==> src/verilog/pcd_pkg.sv <==
// Constants, field layouts and carrier types for the per-port cable
// diagnostic and negotiation control block.
// Assumes an APB master on the core clock and two copper PHY ports.
//
// Summary of operation
// Result code: normal, open, short, failed
// Start bit launches test, self-clears when done
// Software polls start bit for zero first
// Fault distance bit 8 in diag bit 0
// Fault distance low byte, read-only, reset zero
// Loopback bit loops line receive to transmit
// Software leaves reserved bit 2 at zero
// Bit 7 enables negotiation, else bits 6,5
// Negotiation off: bit 6 picks 100 or 10
// Bit 5 forces duplex when off or failed
// Results held until next launch or reset
package pcd_pkg;
   // Register indices; byte address is four times the index
   localparam logic [1:0][7:0] IDX_DIAG = {8'h2a, 8'h1a};
   localparam logic [1:0][7:0] IDX_DIST = {8'h2b, 8'h1b};
   localparam logic [1:0][7:0] IDX_NEG = {8'h2c, 8'h1c};
   localparam logic [7:0] IDX_IRQ_STAT = 8'h70;
   localparam logic [7:0] IDX_IRQ_MASK = 8'h71;
   // Diagnostic control field positions
   localparam int DIAG_RES_LO = 5;
   localparam int DIAG_START = 4;
   localparam int DIAG_LOOP = 1;
   localparam int DIAG_CNT8 = 0;
   // Negotiation control field positions
   localparam int NEG_AN_EN = 7;
   localparam int NEG_SPEED = 6;
   localparam int NEG_DPX = 5;
   // Reset values
   localparam logic [7:0] DIST_RST = 8'h00;
   localparam logic [7:0] NEG_RST = 8'hff;
   localparam logic [3:0] MASK_RST = 4'h0;
   // Result codes
   localparam logic [1:0] RES_NORMAL = 2'h0;
   localparam logic [1:0] RES_OPEN = 2'h1;
   localparam logic [1:0] RES_SHORT = 2'h2;
   localparam logic [1:0] RES_FAIL = 2'h3;
   // Interrupt status bit positions
   localparam int IRQ_W = 4;
   localparam int IRQ_TEST = 0;   // Plus port number
   localparam int IRQ_ANFAIL = 2; // Plus port number
   // Timing
   localparam int CLK_MHZ = 25;
   localparam int TEST_TIMEOUT_US = 1000;
   localparam int TEST_TIMEOUT_CYC = TEST_TIMEOUT_US * CLK_MHZ;
   // Line-side status from one PHY
   typedef struct packed {
      logic test_done;      // One-cycle pulse from the tester
      logic [1:0] result;   // Outcome code
      logic [8:0] count;    // Distance count
      logic an_done;        // Negotiation complete
      logic an_failed;      // Negotiation failed
      logic an_spd100;      // Negotiated 100 Mbit
      logic an_full;        // Negotiated full duplex
   } pcd_line_t;
   // Controls toward one PHY
   typedef struct packed {
      logic test_start;     // One-cycle launch pulse
      logic loopback;       // Remote loopback
      logic an_en;          // Negotiation on
      logic spd100;         // Resolved speed
      logic full;           // Resolved duplex
   } pcd_phy_t;
   // Diagnostic state seen by software
   typedef struct packed {
      logic busy;
      logic [1:0] result;
      logic [8:0] count;
   } pcd_diag_t;
endpackage : pcd_pkg

==> src/verilog/pcd_port_diag.sv <==
// Cable test sequencer for one port.
// Assumes the tester answers with a done pulse; a silent tester is
// timed out and reported as a failed test.
`timescale 1ns/1ns
module pcd_port_diag #(
   parameter logic [19:0] TIMEOUT = 20'(pcd_pkg::TEST_TIMEOUT_CYC)
) (
   input wire logic clk,
   input wire logic arst_n,
   input wire logic launch,
   input wire pcd_pkg::pcd_line_t line,
   output pcd_pkg::pcd_diag_t diag,
   output logic start_pulse,
   output logic done_evt
);
   typedef enum logic {PCD_IDLE, PCD_RUN} pcd_state_t;
   pcd_state_t state; // Sequencer state
   logic [19:0] wait_cnt; // Cycles spent waiting on the tester
   logic finish; // Test ends this cycle
   logic tout; // Tester stayed silent too long
   logic [1:0] held_res; // Outcome of the last finished test
   logic [8:0] held_cnt; // Distance of the last finished test

   assign tout = (wait_cnt == TIMEOUT - 20'h0_0001);
   assign finish = (state == PCD_RUN) && (line.test_done || tout);

   // State and timeout counter
   always_ff @(posedge clk or negedge arst_n) begin
      if (!arst_n) begin
         state <= PCD_IDLE;
         wait_cnt <= 20'h0_0000;
      end else begin
         case (state)
            PCD_IDLE: begin
               wait_cnt <= 20'h0_0000;
               if (launch) begin
                  state <= PCD_RUN;
               end
            end
            PCD_RUN: begin
               wait_cnt <= wait_cnt + 20'h0_0001;
               if (finish) begin
                  state <= PCD_IDLE;
               end
            end
            default: state <= PCD_IDLE;
         endcase
      end
   end

   // Results: cleared at launch, loaded at the end, else held
   always_ff @(posedge clk or negedge arst_n) begin
      if (!arst_n) begin
         held_res <= pcd_pkg::RES_NORMAL;
         held_cnt <= 9'h000;
      end else if (state == PCD_IDLE && launch) begin
         held_res <= pcd_pkg::RES_NORMAL;
         held_cnt <= 9'h000;
      end else if (finish) begin
         // Timeout wins so a late pulse cannot report success
         held_res <= tout ? pcd_pkg::RES_FAIL : line.result;
         held_cnt <= tout ? 9'h000 : line.count;
      end
   end

   // Launch and completion pulses
   always_ff @(posedge clk or negedge arst_n) begin
      if (!arst_n) begin
         start_pulse <= 1'b0;
         done_evt <= 1'b0;
      end else begin
         start_pulse <= (state == PCD_IDLE) && launch;
         done_evt <= finish;
      end
   end

   // Start bit reads one while running
   assign diag = '{busy: (state == PCD_RUN),
      result: held_res, count: held_cnt};

   launch_busy_a: assert property (@(posedge clk) disable iff (!arst_n)
      (state == PCD_IDLE && launch) |=> diag.busy && start_pulse)
      else $error("launch did not set busy");
   done_clear_a: assert property (@(posedge clk) disable iff (!arst_n)
      (diag.busy && line.test_done && !tout) |=> !diag.busy
      && diag.result == $past(line.result))
      else $error("busy not cleared on done");
   result_hold_a: assert property (@(posedge clk) disable iff (!arst_n)
      (!diag.busy && !launch) |=> $stable(diag.result)
      && $stable(diag.count))
      else $error("result changed while idle");
   tout_fail_a: assert property (@(posedge clk) disable iff (!arst_n)
      (diag.busy && tout) |=> diag.result == pcd_pkg::RES_FAIL)
      else $error("timeout not reported as failure");
endmodule : pcd_port_diag

==> src/verilog/pcd_top.sv <==
// APB register bank for two copper ports: cable test, remote
// loopback and negotiation mode, plus a maskable interrupt.
// Assumes APB on CLOCK and PHY status synchronous to CLOCK.
`timescale 1ns/1ns
module pcd_top #(
   parameter int TEST_TIMEOUT_CYC = pcd_pkg::TEST_TIMEOUT_CYC
) (
   input wire logic CLOCK,
   input wire logic ARST_N,
   input wire logic PSEL,
   input wire logic PENABLE,
   input wire logic PWRITE,
   input wire logic [11:0] PADDR,
   input wire logic [31:0] PWDATA,
   output logic [31:0] PRDATA,
   output logic PREADY,
   output logic PSLVERR,
   output logic IRQ,
   input wire pcd_pkg::pcd_line_t [1:0] LINE_IN,
   output pcd_pkg::pcd_phy_t [1:0] PHY_OUT
);
   // Bus phase decode
   logic setup; // First cycle of a transfer
   logic access; // Access cycle, always completed at once
   logic wr; // Write takes effect this edge
   logic aligned; // Word aligned and inside the window
   logic [7:0] idx; // Register index from the byte address
   logic mapped; // Address hits a register
   logic [7:0] rd_byte; // Read data before the flop

   // Register hits, per port and shared
   logic [1:0] hit_diag;
   logic [1:0] hit_dist;
   logic [1:0] hit_neg;
   logic hit_stat;
   logic hit_mask;

   // Software-visible state and event tracking
   logic [1:0] loopback; // Remote loopback bits
   logic [1:0][7:0] neg; // Negotiation control bytes
   logic [pcd_pkg::IRQ_W-1:0] irq_stat; // Sticky events
   logic [pcd_pkg::IRQ_W-1:0] irq_mask; // Enables
   logic [pcd_pkg::IRQ_W-1:0] irq_set; // Events this cycle
   logic [1:0] an_fail_d; // Previous failure level

   // Per-port diagnostic links
   logic [1:0] launch;
   logic [1:0] start_pulse;
   logic [1:0] done_evt;
   pcd_pkg::pcd_diag_t [1:0] diag;

   assign idx = PADDR[9:2];
   assign aligned = (PADDR[1:0] == 2'h0) && (PADDR[11:10] == 2'h0);
   assign setup = PSEL && !PENABLE;
   assign access = PSEL && PENABLE;
   assign wr = access && PWRITE;

   // Address decode per port
   always_comb begin
      for (int p = 0; p < 2; p++) begin
         hit_diag[p] = aligned && (idx == pcd_pkg::IDX_DIAG[p]);
         hit_dist[p] = aligned && (idx == pcd_pkg::IDX_DIST[p]);
         hit_neg[p] = aligned && (idx == pcd_pkg::IDX_NEG[p]);
      end
   end
   assign hit_stat = aligned && (idx == pcd_pkg::IDX_IRQ_STAT);
   assign hit_mask = aligned && (idx == pcd_pkg::IDX_IRQ_MASK);
   assign mapped = (|hit_diag) || (|hit_dist) || (|hit_neg)
      || hit_stat || hit_mask;

   // Zero wait states; unmapped addresses answer with an error
   // Every access completes in one cycle, so PREADY never stalls;
   // a slow register would need a wait state added here.
   assign PREADY = 1'b1;
   assign PSLVERR = access && !mapped;

   // Launch only from a one in the start position
   always_comb begin
      for (int p = 0; p < 2; p++) begin
         launch[p] = wr && hit_diag[p] && PWDATA[pcd_pkg::DIAG_START];
      end
   end

   // Loopback bits; reserved, result and count bits ignore writes
   always_ff @(posedge CLOCK or negedge ARST_N) begin
      if (!ARST_N) begin
         loopback <= 2'h0;
      end else begin
         for (int p = 0; p < 2; p++) begin
            if (wr && hit_diag[p]) begin
               loopback[p] <= PWDATA[pcd_pkg::DIAG_LOOP];
            end
         end
      end
   end

   // Negotiation control bytes, plain read/write
   always_ff @(posedge CLOCK or negedge ARST_N) begin
      if (!ARST_N) begin
         neg <= {pcd_pkg::NEG_RST, pcd_pkg::NEG_RST};
      end else begin
         for (int p = 0; p < 2; p++) begin
            if (wr && hit_neg[p]) begin
               neg[p] <= PWDATA[7:0];
            end
         end
      end
   end

   // Read mux; reserved bits read as zero
   always_comb begin
      rd_byte = 8'h00;
      for (int p = 0; p < 2; p++) begin
         if (hit_diag[p]) begin
            rd_byte[pcd_pkg::DIAG_RES_LO +: 2] = diag[p].result;
            rd_byte[pcd_pkg::DIAG_START] = diag[p].busy;
            rd_byte[pcd_pkg::DIAG_LOOP] = loopback[p];
            rd_byte[pcd_pkg::DIAG_CNT8] = diag[p].count[8];
         end
         if (hit_dist[p]) begin
            rd_byte = diag[p].count[7:0];
         end
         if (hit_neg[p]) begin
            rd_byte = neg[p];
         end
      end
      if (hit_stat) begin
         rd_byte = {4'h0, irq_stat};
      end
      if (hit_mask) begin
         rd_byte = {4'h0, irq_mask};
      end
   end

   // Read data captured in the setup cycle, stable through access
   // One flop stage buys a read value that cannot move under the
   // master while the access phase lasts
   always_ff @(posedge CLOCK or negedge ARST_N) begin
      if (!ARST_N) begin
         PRDATA <= 32'h0000_0000;
      end else if (setup && !PWRITE) begin
         PRDATA <= {24'h00_0000, rd_byte};
      end
   end

   // One sequencer per port
   // Each port runs its own test, so both cables can be measured at once
   generate
      for (genvar p = 0; p < 2; p++) begin : g_port
         pcd_port_diag #(
            .TIMEOUT(20'(TEST_TIMEOUT_CYC))
         ) u_diag (
            .clk(CLOCK),
            .arst_n(ARST_N),
            .launch(launch[p]),
            .line(LINE_IN[p]),
            .diag(diag[p]),
            .start_pulse(start_pulse[p]),
            .done_evt(done_evt[p])
         );
      end
   endgenerate

   // Failure edge detect for negotiation events
   always_ff @(posedge CLOCK or negedge ARST_N) begin
      if (!ARST_N) begin
         an_fail_d <= 2'h0;
      end else begin
         an_fail_d <= {LINE_IN[1].an_failed, LINE_IN[0].an_failed};
      end
   end

   // Events: test completion and negotiation failure per port
   // Only the rising edge of a failure counts, so a link that stays
   // failed raises one event rather than one per cycle
   always_comb begin
      irq_set = '0;
      for (int p = 0; p < 2; p++) begin
         irq_set[pcd_pkg::IRQ_TEST + p] = done_evt[p];
         irq_set[pcd_pkg::IRQ_ANFAIL + p] =
            LINE_IN[p].an_failed && !an_fail_d[p];
      end
   end

   // Sticky status, write one to clear; a new event beats the clear
   // Software can never lose an event that it has not yet seen,
   // even when its clear meets a new event in the same cycle
   always_ff @(posedge CLOCK or negedge ARST_N) begin
      if (!ARST_N) begin
         irq_stat <= '0;
      end else if (wr && hit_stat) begin
         irq_stat <= (irq_stat & ~PWDATA[pcd_pkg::IRQ_W-1:0]) | irq_set;
      end else begin
         irq_stat <= irq_stat | irq_set;
      end
   end

   // Mask register
   always_ff @(posedge CLOCK or negedge ARST_N) begin
      if (!ARST_N) begin
         irq_mask <= pcd_pkg::MASK_RST;
      end else if (wr && hit_mask) begin
         irq_mask <= PWDATA[pcd_pkg::IRQ_W-1:0];
      end
   end

   // Level interrupt, straight from state
   assign IRQ = |(irq_stat & irq_mask);

   // PHY controls, registered so the line sees clean levels
   // Costs one cycle after a register write, but keeps decode
   // glitches away from the line side
   always_ff @(posedge CLOCK or negedge ARST_N) begin
      if (!ARST_N) begin
         PHY_OUT <= '0;
      end else begin
         for (int p = 0; p < 2; p++) begin
            PHY_OUT[p].test_start <= start_pulse[p];
            PHY_OUT[p].loopback <= loopback[p];
            PHY_OUT[p].an_en <= neg[p][pcd_pkg::NEG_AN_EN];
            // Forced speed only when negotiation is off
            if (!neg[p][pcd_pkg::NEG_AN_EN]) begin
               PHY_OUT[p].spd100 <= neg[p][pcd_pkg::NEG_SPEED];
            end else begin
               PHY_OUT[p].spd100 <= LINE_IN[p].an_spd100;
            end
            // Forced duplex also covers a failed negotiation
            if (!neg[p][pcd_pkg::NEG_AN_EN] || LINE_IN[p].an_failed)
            begin
               PHY_OUT[p].full <= neg[p][pcd_pkg::NEG_DPX];
            end else begin
               PHY_OUT[p].full <= LINE_IN[p].an_full;
            end
         end
      end
   end

   // Checks per port
   generate
      for (genvar p = 0; p < 2; p++) begin : g_chk
         loop_out_a: assert property (@(posedge CLOCK)
            disable iff (!ARST_N)
            ##1 PHY_OUT[p].loopback == $past(loopback[p]))
            else $error("loopback not driven to PHY");
         an_mode_a: assert property (@(posedge CLOCK)
            disable iff (!ARST_N)
            (wr && hit_neg[p]) |=> ##1
            PHY_OUT[p].an_en == $past(PWDATA[7], 2))
            else $error("negotiation enable not applied");
         force_speed_a: assert property (@(posedge CLOCK)
            disable iff (!ARST_N)
            !neg[p][7] |=> PHY_OUT[p].spd100 == $past(neg[p][6]))
            else $error("forced speed wrong");
         force_dpx_a: assert property (@(posedge CLOCK)
            disable iff (!ARST_N)
            (!neg[p][7] || LINE_IN[p].an_failed)
            |=> PHY_OUT[p].full == $past(neg[p][5]))
            else $error("forced duplex wrong");
         count_hi_a: assert property (@(posedge CLOCK)
            disable iff (!ARST_N)
            (setup && !PWRITE && hit_diag[p])
            |=> PRDATA[0] == $past(diag[p].count[8])
            && PRDATA[2] == 1'b0)
            else $error("distance bit 8 misplaced");
         count_lo_a: assert property (@(posedge CLOCK)
            disable iff (!ARST_N)
            (setup && !PWRITE && hit_dist[p])
            |=> PRDATA == {24'h00_0000, $past(diag[p].count[7:0])})
            else $error("distance low byte wrong");
         result_rd_a: assert property (@(posedge CLOCK)
            disable iff (!ARST_N)
            (setup && !PWRITE && hit_diag[p])
            |=> PRDATA[6:5] == $past(diag[p].result)
            && PRDATA[4] == $past(diag[p].busy))
            else $error("result code misplaced");
         // Launch pulse reaches the line two edges after the write
         start_out_a: assert property (@(posedge CLOCK)
            disable iff (!ARST_N)
            (launch[p] && !diag[p].busy)
            |=> ##1 PHY_OUT[p].test_start)
            else $error("test start not sent to PHY");
         loop_keep_a: assert property (@(posedge CLOCK)
            disable iff (!ARST_N)
            !(wr && hit_diag[p]) |=> $stable(loopback[p]))
            else $error("loopback changed without a write");
      end
   endgenerate

   irq_set_a: assert property (@(posedge CLOCK) disable iff (!ARST_N)
      (|irq_set) |=> (irq_stat & $past(irq_set)) == $past(irq_set))
      else $error("event lost against clear");

   // With no new event in the same cycle, every bit written as one must be gone
   stat_clear_a: assert property (@(posedge CLOCK) disable iff (!ARST_N)
      (wr && hit_stat && irq_set == '0)
      |=> (irq_stat & $past(PWDATA[pcd_pkg::IRQ_W-1:0])) == '0)
      else $error("status bit not cleared");

   // Unmasking a pending event raises the interrupt at once
   irq_level_a: assert property (@(posedge CLOCK) disable iff (!ARST_N)
      (wr && hit_mask && |(irq_stat & PWDATA[pcd_pkg::IRQ_W-1:0]))
      |=> IRQ)
      else $error("interrupt level wrong");

   // A refused write must leave the loopback, negotiation and mask registers alone
   bad_wr_a: assert property (@(posedge CLOCK) disable iff (!ARST_N)
      (wr && !mapped) |=> $stable(neg) && $stable(loopback)
      && $stable(irq_mask))
      else $error("unmapped write changed a register");
endmodule : pcd_top

==> config.mk <==
export PLATFORM = sky130hd
export DESIGN_NAME = pcd_top
export DESIGN_NICKNAME = d
export VERILOG_FILES = /design/src/verilog/pcd_pkg.sv /design/src/verilog/pcd_port_diag.sv /design/src/verilog/pcd_top.sv
export SDC_FILE = /design/constraint.sdc
export NUM_CORES = 1
export LEC_CHECK = 0
export BUFFER_PORTS_ARGS = -buffer_cell sky130_fd_sc_hd__buf_2
export CORE_MARGIN = 2
export CORE_UTILIZATION = 43
export DETAILED_ROUTE_END_ITERATION = 8
export PLACE_DENSITY = 0.64
export SYNTH_ARGS = -nofsm -noshare
export SYNTH_HDL_FRONTEND = slang
export SYNTH_HIERARCHICAL = 1
export SYNTH_SLANG_ARGS = --single-unit
==> constraint.sdc <==
create_clock -name CLOCK -period 2.5 [get_ports CLOCK]
set_input_delay 0 -clock CLOCK [delete_from_list [all_inputs] [get_ports CLOCK]]
set_output_delay 0 -clock CLOCK [all_outputs]
set_load 0.05 [all_outputs]
==> results.json <==
{
  "status": "completed",
  "finalWorstSetupSlack_ps": 458,
  "start_util_pct": 44.2,
  "synth_cell_type_count": 64,
  "maxSlewHeadroom_pct": 58.4,
  "ir_drop_mv": 0.518,
  "synth_common_cells": "dfrtp_1 (98), nor2_1 (45), a21oi_1 (38), mux2_2 (37), nand2_1 (36)",
  "post-cts-setup-buffers": 0,
  "setup_viol": 0,
  "clkTransAtPathRegs_ps": 50,
  "setup.worst_path.class": "flop to flop",
  "cp.arrival_ps": 2340,
  "hpwl_mm": 10.6,
  "die_h_um": 124,
  "rows": 43,
  "cp.required_ps": 2790,
  "htree_levels": 4,
  "power.leakage_nw": 3.38,
  "gp_congestion": 0.925,
  "ys_top_cells_by_area": "dfrtp_1 (40%), dfstp_2 (6.8%), mux2_2 (6.8%)",
  "die_w_um": 124,
  "grt_usage_pct": 21.6,
  "synthMostInstantiatedCell": "dfrtp_1",
  "drt-wirelength-per-cell_um": 16.9,
  "area_delta_synth_final_pct": 22.7,
  "viasPerCell": 5.58,
  "grt_pass1_vias": 4935,
  "multi_input_area_mm2": 0.00300,
  "syn_avg_cell_area_um2": 10.2,
  "antenna_found_initial": 1,
  "synthCells": 606,
  "grt_overflow": 0,
  "ant_nets": 0,
  "start_kind": "flop",
  "grt_max_degree": 68,
  "hold_class": "primary input to flop",
  "root_buffer": "clkbuf_16",
  "fill_cells": 1217,
  "yosys.area_share.adder_pct": 0.406,
  "final_cells": 912,
  "worst_slew_pin_slew_ps": 624,
  "hold_viol_final": 0,
  "period_minus_slack_ps": 2040,
  "synth_area_mm2": 0.00616,
  "yosysSeqAreaShare_pct": 46.6,
  "setup.worst_path.end_class": "flop",
  "synth_compound_area_share_pct": 12.6,
  "drive_gt1_share_pct": 29.4,
  "cts_buffer_depth": 2,
  "synth_top_area_share_pct": 39.8,
  "vias": 5086,
  "finalMaxSlewViolations": 0,
  "ys_warn_count": 6,
  "rsz0062_at_grt": "no",
  "fin_crit_sh_pct": 81.7,
  "synth_largest_area_cell": "dfrtp_1",
  "numCtsBuffers": 17,
  "ys_ff_latch": 114,
  "synth_edf_count": 0,
  "fin_skew_ps": 10.4,
  "clock_latency_ps": 420,
  "cts.repair.resized": 0,
  "dp.cells": 841,
  "crit_fanout": 13,
  "fmax_ghz": 0.490,
  "grt_first_pass_wirelength_mm": 25.2,
  "synth_top_family_by_area": "simple AND/OR/NAND/NOR gates",
  "synthArstFlopShare_pct": 100,
  "core_mm2": 0.0139,
  "wl_mm": 15.4,
  "cts_tree": "yes",
  "port_buffers": 74,
  "cp_cell_sequence": "ha_1, nand4bb_1, nor3_1, nand4_1, a21oi_1",
  "slowest_stage": "nand4_1",
  "cts_sinks": 114,
  "max_stage_delay_ps": 520,
  "synthMuxAreaShare_pct": 9.87,
  "fp.dieArea_mm2": 0.0153,
  "place_ws_ps": 190,
  "synth_flop_cell": "dfrtp_1",
  "num-nets-final": 801,
  "boundaryPins": 126,
  "fin_total_pwr_mw": 4.45,
  "p_per_area_mw_per_mm2": 589,
  "drc": 0,
  "synth-xor-area-share_pct": 3.13,
  "cap_violations": 0,
  "yosys.area_share.simple_pct": 21.1,
  "register_area_mm2": 0.00287,
  "cts_hold_buf": 38,
  "fin_setup_tns_ps": 0,
  "drtPass1Iterations": 5,
  "dr.first_iter.drc_count": 365
}
## sequential cells by signal, indices dropped and copies added (netlist names)
signal	flops
PHY_OUT	10
PRDATA	8
an_fail_d	2
g_port.u_diag/done_evt	2
g_port.u_diag/held_cnt	18
g_port.u_diag/held_res	4
g_port.u_diag/start_pulse	2
g_port.u_diag/state	2
g_port.u_diag/wait_cnt	40
irq_mask	4
irq_stat	4
loopback	2
neg	16
## area by class of cell
type / count / share of cell area [%]
inverters: 15 / 0.745
flip-flops and latches: 114 / 38.0
diodes: 1 / 0.0331
clock buffers: 26 / 6.74
well taps: 180 / 2.98
multi-input cells: 445 / 39.7
repair buffers: 125 / 11.4
clock inverters: 6 / 0.397
## logic make-up (layout without fill, tap and decap cells)
family | Yosys count | count (layout)
flip-flops | 114 | 114
XOR/XNOR | 22 | 22
AO/OA/AOI/OAI | 120 | 120
AND/OR/NAND/NOR | 224 | 224
adder cells (fa/ha/maj) | 2 | 2
multiplexers | 52 | 52
other | 2 | 26
buffers and inverters | 70 | 172
## layout by cell type (no fill, tap or decap), drive strengths merged, types with 3 or more instances in the layout
master / n
or2: 5
conb: 25
nand4bb: 3
a22oi: 5
buf: 87
nand4: 14
a21oi: 38
clkinv: 6
nand2: 36
nor2: 45
inv: 15
clkbuf: 26
xnor2: 16
nor3: 14
mux2: 46
or3: 5
nor4bb: 6
o22ai: 11
nand3: 22
dfstp: 16
a31o: 20
and3: 26
a22o: 4
o21ai: 23
dlygate4sd3: 38
or4: 4
a32oi: 5
and2: 3
xor2: 6
nand2b: 10
nor2b: 6
mux2i: 6
nand4b: 3
dfrtp: 98
nor4: 10
## routing by layer
metal | vias up | GRT usage (%) | part of all wire [%]
li1 | 2387 | - | -
met1 | 2518 | 30.2 | 47
met2 | 158 | 31.9 | 46
met3 | 23 | 6.04 | 6.0
met4 | 0 | 7.81 | 1.4
met5 | - | 0 | 0
## path summary, 6_finish.rpt
path / start / endpoint / slack [ps] / cells after the start
worst max-delay path: g_port[0].u_diag/wait_cnt[0] / g_port[0].u_diag/done_evt / 460 / 5
worst min-delay path: LINE_IN[31] / g_port[1].u_diag/done_evt / 30 / 3
worst max register to register: g_port[0].u_diag/wait_cnt[0] / g_port[0].u_diag/done_evt / 460 / 5
worst min register to register: g_port[1].u_diag/start_pulse / PHY_OUT[9] / 350 / 0
max in group asynchronous: ARST_N / neg[14] / 1540 / 3
min in group asynchronous: ARST_N / PHY_OUT[9] / 160 / 2
## stage by stage
stage	cell area (µm²)	hold slack, ps	util, %
after global placement	6640	45.9	47.6
after floorplan	6250	-296	-
after detailed placement	6640	54.8	47.6
final	7560	32.6	54.3
after global routing	7560	28.6	54.2
after CTS	7560	11.3	54.2
## worst max-delay path: cells and delay by family (launching register included)
kind            cells  cell delay, ps
fa+ha+maj           1             270
flops               1             380
simple gates        3             790
compound gates      1             460
## where the power goes
| part | internal [mW] | leakage (nW) | switching [mW] |
|---|---|---|---|
| Combinational | 0.131 | 1.60 | 0.265 |
| Sequential | 1.86 | 1.50 | 0.00693 |
| Clock | 1.38 | 0.274 | 0.804 |
Power figures use the tool's default switching activity.
